## src/include/fevt_pkg.sv

```systemverilog
package fevt_pkg;

    // Register map, byte addresses
    localparam int unsigned      ADDR_W       = 12;
    localparam logic [11:0]      OFF_CAP      = 12'h008;
    localparam logic [11:0]      OFF_CTRL     = 12'h038;
    localparam logic [11:0]      OFF_DATA     = 12'h03c;
    localparam logic [11:0]      OFF_ADDR_LO  = 12'h040;
    localparam logic [11:0]      OFF_ADDR_HI  = 12'h044;
    localparam logic [11:0]      OFF_STAT     = 12'h048;
    localparam logic [11:0]      OFF_LOG_BASE = 12'h200;

    // Fault log geometry: one 16-byte slot per entry
    localparam int unsigned      LOG_N        = 4;
    localparam int unsigned      LOG_IW       = $clog2(LOG_N);
    localparam logic [11:0]      LOG_STRIDE   = 12'h010;
    localparam logic [11:0]      OFF_LOG_END  =
        OFF_LOG_BASE + 12'(LOG_N * LOG_STRIDE);

    // Reset values
    localparam logic [31:0]      ADDR_LO_RST  = 32'h0000_0000;
    localparam logic [31:0]      ADDR_HI_RST  = 32'h0000_0000;
    localparam logic [15:0]      DATA_RST     = 16'h0000;
    localparam logic             MASK_RST     = 1'b1;
    localparam logic             LOG_EN_RST   = 1'b0;

    // Field positions
    localparam int unsigned      CTRL_MASK_BIT  = 31;
    localparam int unsigned      CTRL_LOG_BIT   = 0;
    localparam int unsigned      STAT_PEND_BIT  = 0;
    localparam int unsigned      STAT_OVF_BIT   = 1;
    localparam int unsigned      STAT_LOG_BIT   = 2;
    localparam int unsigned      CAP_CNT_LSB    = 0;
    localparam int unsigned      CAP_OFF_LSB    = 16;
    localparam logic [1:0]       FLAG_WORD      = 2'h3;
    localparam int unsigned      FLAG_POS       = 31;

    // One 128-bit fault log entry, most significant field first
    typedef struct packed {
        logic        flag;
        logic        req_read;
        logic [1:0]  addr_kind;
        logic [19:0] pasid_value;
        logic [7:0]  reason_code;
        logic        prefix_present;
        logic        run_permission_asked;
        logic        supervisor_asked;
        logic        request_type_high;
        logic [11:0] rsvd;
        logic [15:0] source_id;
        logic [63:0] fault_info;
    } fevt_rec_s;

    // A fault reported by the translation logic
    typedef struct packed {
        logic        valid;
        logic [15:0] source_id;
        logic        req_read;
        logic [1:0]  addr_kind;
        logic [19:0] pasid_value;
        logic [7:0]  reason_code;
        logic        prefix_present;
        logic        run_permission_asked;
        logic        supervisor_asked;
    } fevt_fault_s;

    // Interrupt message write
    typedef struct packed {
        logic [63:0] addr;
        logic [31:0] data;
    } fevt_msg_s;
endpackage

```

## src/rtl/fevt_log_slot.sv

```systemverilog
module fevt_log_slot import fevt_pkg::*; #(
    parameter bit HAS_DEV_TLB = 1'b1,
    parameter bit HAS_PASID   = 1'b1
) (
    input  wire logic        pclk,
    input  wire logic        presetn,
    input  wire logic        load,
    input  wire fevt_fault_s fault,
    input  wire logic        clear_req,
    output fevt_rec_s        entry,
    output logic             logged,
    output logic             busy
);
    fevt_rec_s rec;
    fevt_rec_s next_rec;
    logic      arm;

    // Capture; unsupported features fold to zero here
    always_comb begin
        next_rec = rec;
        if (load) begin
            next_rec = '0;
            next_rec.source_id = fault.source_id;
            next_rec.req_read  = fault.req_read;
            next_rec.addr_kind =
                HAS_DEV_TLB ? fault.addr_kind : 2'h0;
            next_rec.reason_code = fault.reason_code;
            if (HAS_PASID) begin
                next_rec.pasid_value    = fault.pasid_value;
                next_rec.prefix_present = fault.prefix_present;
                next_rec.run_permission_asked =
                    fault.run_permission_asked;
                next_rec.supervisor_asked =
                    fault.supervisor_asked;
            end
        end
    end

    // Flag follows fields by one cycle; set wins over clear
    always_ff @(posedge pclk or negedge presetn) begin
        if (!presetn) begin
            rec    <= '0;
            arm    <= 1'b0;
            logged <= 1'b0;
        end else begin
            rec    <= next_rec;
            arm    <= load;
            logged <= arm | (logged & ~clear_req);
        end
    end

    assign busy = arm | logged;

    always_comb begin
        entry      = rec;
        entry.flag = logged;
    end
endmodule // fevt_log_slot

```

## src/rtl/fevt_regs.sv

```systemverilog
// Local design decision: the APB register port.
module fevt_regs import fevt_pkg::*; #(
    parameter bit HAS_EXT_IRQ = 1'b1,
    parameter bit HAS_DEV_TLB = 1'b1,
    parameter bit HAS_PASID   = 1'b1
) (
    input  wire logic              pclk,
    input  wire logic              presetn,
    input  wire logic              psel,
    input  wire logic              penable,
    input  wire logic              pwrite,
    input  wire logic [ADDR_W-1:0] paddr,
    input  wire logic [31:0]       pwdata,
    output logic      [31:0]       prdata,
    output logic                   pready,
    output logic                   pslverr,
    input  wire fevt_fault_s       fault,
    output logic                   fault_merged,
    output logic                   fault_dropped,
    output logic                   msg_valid,
    input  wire logic              msg_ready,
    output fevt_msg_s              msg
);
    // Software-visible state
    logic [31:0]      irq_addr_low;
    logic [31:0]      irq_addr_high;
    logic [15:0]      msg_data;
    logic             msg_mask;
    logic             log_en;
    logic             pending;
    logic             overflow;

    // Fault log slots
    fevt_rec_s        entry [LOG_N];
    logic [LOG_N-1:0] logged;
    logic [LOG_N-1:0] busy;
    logic [LOG_N-1:0] hit;
    logic [LOG_N-1:0] free;
    logic [LOG_N-1:0] load;
    logic [LOG_N-1:0] clear_req;

    // APB phases
    wire logic apb_setup = psel & ~penable;
    wire logic apb_acc   = psel & penable;
    wire logic apb_wr    = apb_acc & pwrite;

    // Address decode; misaligned addresses hit nothing
    wire logic aligned  = (paddr[1:0] == 2'h0);
    wire logic sel_cap  = aligned & (paddr == OFF_CAP);
    wire logic sel_ctrl = aligned & (paddr == OFF_CTRL);
    wire logic sel_data = aligned & (paddr == OFF_DATA);
    wire logic sel_lo   = aligned & (paddr == OFF_ADDR_LO);
    wire logic sel_hi   = aligned & (paddr == OFF_ADDR_HI);
    wire logic sel_stat = aligned & (paddr == OFF_STAT);
    wire logic sel_log  = aligned & (paddr >= OFF_LOG_BASE)
                        & (paddr < OFF_LOG_END);
    wire logic mapped   = sel_cap | sel_ctrl | sel_data | sel_lo
                        | sel_hi | sel_stat | sel_log;

    // Entry and word within the log window
    wire logic [ADDR_W-1:0] log_off  = paddr - OFF_LOG_BASE;
    wire logic [LOG_IW-1:0] log_idx  = log_off[LOG_IW+3:4];
    wire logic [1:0]        log_word = log_off[3:2];

    // Write strobes, taken at the access edge
    wire logic wr_ctrl = apb_wr & sel_ctrl;
    wire logic wr_data = apb_wr & sel_data;
    wire logic wr_lo   = apb_wr & sel_lo;
    wire logic wr_hi   = apb_wr & sel_hi;
    wire logic wr_stat = apb_wr & sel_stat;
    wire logic wr_log  = apb_wr & sel_log;

    // Zero wait states; unmapped access answers with an error
    assign pready  = 1'b1;
    assign pslverr = apb_acc & ~mapped;

    // Message address, low part keeps dword alignment
    always_ff @(posedge pclk or negedge presetn) begin
        if (!presetn) begin
            irq_addr_low <= ADDR_LO_RST;
        end else if (wr_lo) begin
            irq_addr_low <= {pwdata[31:2], 2'h0};
        end
    end

    // Upper part exists only with extended interrupt mode
    always_ff @(posedge pclk or negedge presetn) begin
        if (!presetn) begin
            irq_addr_high <= ADDR_HI_RST;
        end else if (wr_hi && HAS_EXT_IRQ) begin
            irq_addr_high <= pwdata;
        end
    end

    // Message data for the interrupt write
    always_ff @(posedge pclk or negedge presetn) begin
        if (!presetn) begin
            msg_data <= DATA_RST;
        end else if (wr_data) begin
            msg_data <= pwdata[15:0];
        end
    end

    // Mask and logging enable; mask is set out of reset
    always_ff @(posedge pclk or negedge presetn) begin
        if (!presetn) begin
            msg_mask <= MASK_RST;
            log_en   <= LOG_EN_RST;
        end else if (wr_ctrl) begin
            msg_mask <= pwdata[CTRL_MASK_BIT];
            log_en   <= pwdata[CTRL_LOG_BIT];
        end
    end

    // Capture: merge on a same-source hit, else lowest free slot
    wire logic take  = fault.valid & log_en;
    wire logic merge = take & (|hit);
    assign free = ~busy;
    assign load = (take & ~merge)
                ? (free & (~free + LOG_N'(1))) : '0;
    wire logic drop  = take & ~merge & ~(|free);

    // Slots plus their write-one-to-clear strobes
    for (genvar i = 0; i < LOG_N; i++) begin : g_slot
        assign hit[i] = busy[i]
                      & (entry[i].source_id == fault.source_id);
        assign clear_req[i] = wr_log
                            & (log_idx == LOG_IW'(i))
                            & (log_word == FLAG_WORD)
                            & pwdata[FLAG_POS];
        fevt_log_slot #(
            .HAS_DEV_TLB (HAS_DEV_TLB),
            .HAS_PASID   (HAS_PASID)
        ) u_slot (
            .pclk      (pclk),
            .presetn   (presetn),
            .load      (load[i]),
            .fault     (fault),
            .clear_req (clear_req[i]),
            .entry     (entry[i]),
            .logged    (logged[i]),
            .busy      (busy[i])
        );
    end

    // Faults the log could not hold; set wins over software clear
    wire logic ovf_clr = wr_stat & pwdata[STAT_OVF_BIT];
    always_ff @(posedge pclk or negedge presetn) begin
        if (!presetn) begin
            overflow <= 1'b0;
        end else begin
            overflow <= drop | (overflow & ~ovf_clr);
        end
    end

    // One-cycle reports of merged and dropped faults
    always_ff @(posedge pclk or negedge presetn) begin
        if (!presetn) begin
            fault_merged  <= 1'b0;
            fault_dropped <= 1'b0;
        end else begin
            fault_merged  <= merge;
            fault_dropped <= drop;
        end
    end

    // A record landing while nothing was logged is a new condition;
    // further records just ride on the message already pending
    wire logic any_busy   = |busy;
    wire logic any_logged = |logged;
    wire logic rec_done   = |(busy & ~logged);
    wire logic new_cond   = rec_done & ~any_logged;
    wire logic sent       = msg_valid & msg_ready;
    wire logic next_pending = new_cond
                            | (pending & ~sent & any_busy);

    always_ff @(posedge pclk or negedge presetn) begin
        if (!presetn) begin
            pending <= 1'b0;
        end else begin
            pending <= next_pending;
        end
    end

    // Message held back while masked, released on unmask
    assign msg_valid = pending & ~msg_mask;
    assign msg.addr  = {irq_addr_high, irq_addr_low};
    assign msg.data  = {16'h0, msg_data};

    // Read values
    wire logic [31:0] cap_val =
        (32'(LOG_N - 1) << CAP_CNT_LSB)
        | (32'(OFF_LOG_BASE >> 4) << CAP_OFF_LSB);
    wire logic [31:0] ctrl_val =
        (32'(msg_mask) << CTRL_MASK_BIT)
        | (32'(log_en) << CTRL_LOG_BIT);
    wire logic [31:0] stat_val =
        (32'(pending) << STAT_PEND_BIT)
        | (32'(overflow) << STAT_OVF_BIT)
        | (32'(any_logged) << STAT_LOG_BIT);
    wire logic [127:0] log_rec = entry[log_idx];
    wire logic [31:0]  log_val = log_rec[{log_word, 5'h0} +: 32];

    // Read select; unmapped addresses read zero
    wire logic [31:0] rd_mux =
          ({32{sel_cap}}  & cap_val)
        | ({32{sel_ctrl}} & ctrl_val)
        | ({32{sel_data}} & {16'h0, msg_data})
        | ({32{sel_lo}}   & irq_addr_low)
        | ({32{sel_hi}}   & irq_addr_high)
        | ({32{sel_stat}} & stat_val)
        | ({32{sel_log}}  & log_val);

    // Read data latched in the setup cycle, stable through access
    always_ff @(posedge pclk or negedge presetn) begin
        if (!presetn) begin
            prdata <= 32'h0;
        end else if (apb_setup) begin
            prdata <= rd_mux;
        end
    end
endmodule // fevt_regs

```

## config.mk

```make
export PLATFORM = sky130hd
export DESIGN_NAME = fevt_regs
export DESIGN_NICKNAME = d
export VERILOG_FILES = /design/src/include/fevt_pkg.sv /design/src/rtl/fevt_log_slot.sv /design/src/rtl/fevt_regs.sv
export SDC_FILE = /design/constraint.sdc
export NUM_CORES = 1
export LEC_CHECK = 0
export BUFFER_PORTS_ARGS = -buffer_cell sky130_fd_sc_hd__buf_4
export CAP_MARGIN = 20
export CORE_ASPECT_RATIO = 2
export CORE_MARGIN = 5
export CORE_UTILIZATION = 40
export CTS_CLUSTER_DIAMETER = 80
export DETAILED_ROUTE_END_ITERATION = 10
export PLACE_DENSITY = 0.61
export SLEW_MARGIN = 20
export SYNTH_ARGS = -nofsm -noshare
export SYNTH_HDL_FRONTEND = slang
export SYNTH_HIERARCHICAL = 1
export SYNTH_SLANG_ARGS = --single-unit
export TNS_END_PERCENT = 30
```

## constraint.sdc

```tcl
create_clock -name pclk -period 2.8 [get_ports pclk]
set_input_delay 0.14 -clock pclk [delete_from_list [all_inputs] [get_ports pclk]]
set_output_delay 0.14 -clock pclk [all_outputs]
set_load 0.005 [all_outputs]
```

Word-level counts from Yosys, hierarchy flattened
Index checks and enable logic that the tools add are counted.
Widths: inputs -> output; s select.

cells by class
  $lt $le $gt $ge = 3
  div/mod/pow operators = 0
  multipliers = 0
  muxes and demuxes = 4
  bitwise operators = 98
  shift-type cells = 1
  add/subtract/negate cells = 2
  eq/ne operators = 14
  reductions and logical operators = 7

operators with widths
  cell                  count
  $bmux 128 s2          1
  $mux 128              2
  $and 32x32->32        5
  $or 32x32->32         5
  $shiftx 128x8->32     1
  $eq 16x16->1          4
  $and 1x1->1           49
  $eq 12x7->1 const B   3
  $and 32x16->32        1
  $or 22x32->32         1
  $or 32x1->32          1
  $eq 12x6->1 const B   2
  $reduce_or 4->1       5
  $or 1x1->1            16
  $eq 12x4->1 const B   1
  $ge 12x10->1 const B  1
  $lt 12x10->1 const B  1
  $not 1->1             12
  $not 4->4             3
  $and 4x4->4           2
  $eq 2x2->1 const B    3
  $sub 6x1->6 const B   1
  $add 4x1->4 const B   1
  $logic_not 2->1       2
  other kinds (6)       6

storage, ports and cells
  bits in latches = 0
  memory bits (writable) = 0
  memories kept = 0
  flip-flop bits (word level) = 324
  output and inout port bits = 133
  word-level logic and storage cells = 179
  bits in read-only memories = 0

Longest topological paths before layout
  depth in word-level cells = 10
  gate-level depth with buffers = 10

By module
Netlist, hierarchy kept.

by module, submodules not included
  module         seq. area each (µm²)  times used  area each (µm²)  cells an instance
  fevt_log_slot  1301.2                4           2770.2           190
  fevt_regs      2904.0                1           10142.2          780

Worst setup path after synthesis
No wires, ideal clock.

  path kind = flip-flop to flip-flop
  start = register g_slot[3].u_slot.logged
  end = register g_slot[2].u_slot.rec, in the netlist g_slot[2].u_slot/entry[100]
  required time = 2.675 ns
  arrival time = 2.282 ns
  setup slack = 0.393 ns
  cell stages (with the launch flop) = 10
  path buffers = 2
  cells stage by stage = dfrtp_1 or2_2 inv_1 nor2_1 a32oi_1 nand4_1 nor4b_1 buf_6 buf_12 mux2_4

between the ends
  longest elaborated chain between the ends = 7

ends and longest elaborated chain
  element                 RTL line             RTL
  start, declared         fevt_log_slot.sv:11  output logic logged,
  start signal, assigned  fevt_log_slot.sv:48  logged <= arm | (logged & ~clear_req);
  $or 1x1->1              fevt_log_slot.sv:52  assign busy = arm | logged;
  net busy[3]             fevt_regs.sv:36      logic [LOG_N-1:0] busy;
  $and 1x1->1             fevt_regs.sv:126     & (entry[i].source_id == fault.source_id);
  $reduce_or 4->1         fevt_regs.sv:117     wire logic merge = take & (|hit);
  $and 1x1->1             fevt_regs.sv:117
  $not 1->1               fevt_regs.sv:119     assign load = (take & ~merge)
  $and 1x1->1             fevt_regs.sv:119
  $mux 4                  fevt_regs.sv:120     ? (free & (~free + LOG_N'(1))) : '0;
  net load[2]             fevt_regs.sv:39      logic [LOG_N-1:0] load;
  end signal, assigned    fevt_log_slot.sv:46  rec <= next_rec;
  end, declared           fevt_log_slot.sv:14  fevt_rec_s rec;

The timed path passes the listed nets, and every way through them passes these cells.
A chain may end at the register's enable or synchronous reset.

Worst setup path after layout
  start = register g_slot[2].u_slot.rec, in the netlist g_slot[2].u_slot/entry[68]
  end = register g_slot[3].u_slot.rec, in the netlist g_slot[3].u_slot/entry[68]

between the ends
  longest elaborated chain between the ends = 7

ends and longest elaborated chain
  element               RTL line
  $eq 16x16->1          fevt_regs.sv:126
  $and 1x1->1           fevt_regs.sv:126
  $reduce_or 4->1       fevt_regs.sv:117
  $and 1x1->1           fevt_regs.sv:117
  $not 1->1             fevt_regs.sv:119
  $and 1x1->1           fevt_regs.sv:119
  $mux 4                fevt_regs.sv:120
  net load[3]           fevt_regs.sv:39
  end signal, assigned  fevt_log_slot.sv:46
  end, declared         fevt_log_slot.sv:14

The timed path passes the listed nets, and every way through them passes these cells.

==> results_dict.tcl <==
set metrics [dict create \
    relSlewSlack_pct 50.2 \
    wl_per_cell_um 22.3 \
    required_ns 3.22 \
    p_leak_nw 11.5 \
    cts_buffer_depth 3 \
    antenna_found_initial 2 \
    dr_total_vias 12767 \
    clkSinkCount 324 \
    placed_cells 2403 \
    start_kind "flip-flop" \
    ant_nets 0 \
    grt_use_total_pct 19.3 \
    cp.arrival_ns 3.19 \
    setup_viol 0 \
    cts_tree "built" \
    worstMarginPinSlew_ns 0.747 \
    grt_max_degree 78 \
    drc 0 \
    h-tree-depth 2 \
    netlist_area_um2 21200 \
    stdcell_count 2556 \
    ioPinCount 234 \
    holdWs_ns 0.0296 \
    place_ws_ns -0.217 \
    postSynthCellCount 1540 \
    drtIter0Drc 672 \
    ys_seq_elements 324 \
    globalRoute.totalOverflow 0 \
    final_area_um2 24500 \
    syn_area_per_cell_um2 13.8 \
    path_max_fanout 13 \
    rrSetupSlack_ns 0.02 \
    grt_first_pass_wirelength_um 87000 \
    critPathTopFamily "simple AND/OR/NAND/NOR gates" \
    insertion_delay_ns 0.54 \
    crit_path_cell_trace "xnor2_2, nand4_1, nor4_1, buf_4, a32oi_4, nand4_1, buf_4, nor3_4, buf_4, buf_12, mux2_4" \
    finalWorstSetupSlack_ns 0.0246 \
    final_layout_size_suffix_gt1_share_pct 42.1 \
    fillCellCount 4713 \
    synth_ff_type "dfrtp_1" \
    grt_pass1_vias 13954 \
    finalPower_w 0.0108 \
    wirelength_um 57100 \
    rows 119 \
    hold_depth 3 \
    vias_per_cell 4.99 \
    gp_congestion 0.835 \
    crit_path_frequent_cell "buf_4" \
    cts_made_buffers 34 \
    fin_crit_sh_pct 99.1 \
    rsz0062_at_grt "yes" \
    worstHoldPathType "in -> reg" \
    endpoint_kind "flip-flop" \
    hold_viol 0 \
    critPathKind "reg -> reg" \
    layout_min_cycle_time_ns 2.78 \
    skew_ns 0.0299 \
    path_buf_inv 4 \
    start_util_pct 40.4 \
    r2r-end "g_slot[3].u_slot/entry[68]$_DFFE_PN0P_" \
    core-area_um2 52600 \
    nNetsFinal 1963 \
    clock-root-buffer "clkbuf_16" \
    drv_slew 0 \
    rr_startpoint "g_slot[2].u_slot/entry[68]$_DFFE_PN0P_" \
    ys.warnings.count 6 \
    dpl.hpwl_um 41800 \
    async_flop_share_pct 100 \
    clkTransAtPathRegs_ns 0.06 \
    outcome "complete, no violations" \
    dpl_cell_area_um2 22400 \
    worstHoldStart "fault[48]" \
    max_stage_delay_ns 0.43 \
    min_to "g_slot[2].u_slot/entry[78]$_DFFE_PN0P_" \
    ys_types 65 \
    p_per_area_nw_per_um2 441 \
    synth-edff-count 0 \
    vdd_ir_drop_max_v 0.000430 \
    area_growth_syn_to_layout_pct 15.5 \
    fmax_mhz 360 \
    die_w_um 173 \
    io_buffer_count 214 \
    die_h_um 336 \
    dr.pass1.iters 5 \
    maxCapViolCount 0 \
    rr_worst_depth 11 \
    critPathSlowestCell "dfrtp_1" \
    die_area_um2 58000 \
    seq_area_frac_synth_pct 38.2 \
]
layout by cell type, fill, tap and decap left out, types with 4 or more instances in the layout:
cell type,instances
conb_1,327
dfrtp_1,323
buf_4,299
mux2_4,238
mux4_2,128
dlygate4sd3_1,82
xnor2_1,57
a22oi_1,41
clkbuf_16,37
mux2_1,32
nand2_1,31
a221oi_1,25
buf_12,19
a21oi_1,16
a22o_1,16
o21ai_1,16
o21a_1,16
nand4_1,15
nand3_1,15
o22a_1,12
nor2_1,11
mux2_2,10
a31oi_1,7
a221oi_2,7
clkinv_2,7
inv_1,6
or2_2,5
clkbuf_1,5
xor2_1,4
a222oi_1,4
a21o_1,4
layer usage:
metal | track usage, % | share of wire, %
met1 | 21.4 | 37
met2 | 34.5 | 52
met3 | 3.17 | 4.7
met4 | 11.8 | 7.1
met5 | 0 | 0
logic make-up after synthesis:
kind of cell	Yosys count	synth area share [%]
and+or+nand+nor	118	3.23
xor gates and xnor gates	64	2.64
muxes	411	32.8
DFF	324	38.2
other	6	0.106
AOI/OAI and AO/OA	172	6.24
buffers and inverters	445	16.8
Yosys cell counts, types with 12 or more instances:
cell type / number / area (um^2)
a21oi_1: 16 / 80.1
buf_12: 24 / 480
mux2_1: 32 / 360
nand4_1: 15 / 93.8
mux4_2: 128 / 2880
buf_6: 15 / 169
xnor2_1: 60 / 526
o22a_1: 12 / 105
nand3_1: 15 / 75.1
nand2_1: 31 / 116
o21ai_1: 16 / 80.1
a221oi_1: 25 / 219
buf_2: 21 / 105
mux2_4: 238 / 3570
a22oi_1: 41 / 308
nor2_1: 12 / 45.0
clkbuf_1: 21 / 78.8
a22o_1: 16 / 140
o21a_1: 16 / 120
dfrtp_1: 323 / 8080
buf_4: 341 / 2560
worst min-delay path, stage by stage:
cell,delay (ns)
buf_4,0.09
buf_4,0.15
mux2_4,0.15
timing repair:
| item | in CTS | in global routing |
|---|---|---|
| setup buffers | 1 | 5 |
| hold buffers | 82 | 0 |
| gates cloned | 0 | 0 |
| endpoints found under the setup margin | 147 | 169 |
| gates resized for setup | 5 | 12 |
| endpoints found under the hold margin | 324 | 0 |
| pin swaps | 2 | 4 |
final cells by class:
type	count	area, um^2	share of cell area [%]
Sequential cell	324	8110	33.1
Timing Repair Buffer	404	3500	14.3
Clock inverter	18	191	0.781
Tap cell	665	832	3.39
Clock buffer	44	972	3.96
Antenna cell	3	7.51	0.0306
Inverter	6	22.5	0.0919
Multi-Input combinational cell	1092	10900	44.4
how the worst max path moves through the flow:
stage	start	endpoint	slack, ns	cells past startpoint
after global routing	g_slot[2].u_slot/entry[68]$_DFFE_PN0P_	g_slot[3].u_slot/entry[68]$_DFFE_PN0P_	-0.05	11
after detailed placement	g_slot[2].u_slot/entry[65]$_DFFE_PN0P_	g_slot[2].u_slot/entry[100]$_DFFE_PN0P_	-0.22	9
after global placement	g_slot[2].u_slot/entry[65]$_DFFE_PN0P_	g_slot[2].u_slot/entry[99]$_DFFE_PN0P_	-0.24	9
final	g_slot[2].u_slot/entry[68]$_DFFE_PN0P_	g_slot[3].u_slot/entry[68]$_DFFE_PN0P_	0.02	11
after CTS	g_slot[2].u_slot/entry[68]$_DFFE_PN0P_	g_slot[0].u_slot/entry[95]$_DFFE_PN0P_	0.004	8
after floorplan	g_slot[3].u_slot/logged$_DFF_PN0_	g_slot[2].u_slot/entry[100]$_DFFE_PN0P_	0.39	9
where the power goes:
part / leakage (nW) / switching (W) / internal [W]
clock: 0.568 / 0.00199 / 0.00276
sequential: 4.46 / 0.0000387 / 0.00474
combinational: 6.51 / 0.000645 / 0.000634
total: 11.5 / 0.00267 / 0.00814
registers in the layout, indices dropped and copies added (netlist names):
signal,cells
fault_dropped,1
fault_merged,1
g_slot.u_slot/arm,4
g_slot.u_slot/entry,200
g_slot.u_slot/logged,4
irq_addr_high,32
irq_addr_low,30
log_en,1
msg_data,16
msg_mask,1
overflow,1
pending,1
prdata,32
metrics by stage:
stage	utilization, %	TNS (ns)
3_3_place_gp	42.6	-20.40
2_1_floorplan	-	0
6_report	46.7	0
3_5_place_dp	42.6	-16.52
4_1_cts	46.4	0
5_1_grt	46.6	-0.654
Note: power is estimated with default switching activity, not from simulation.
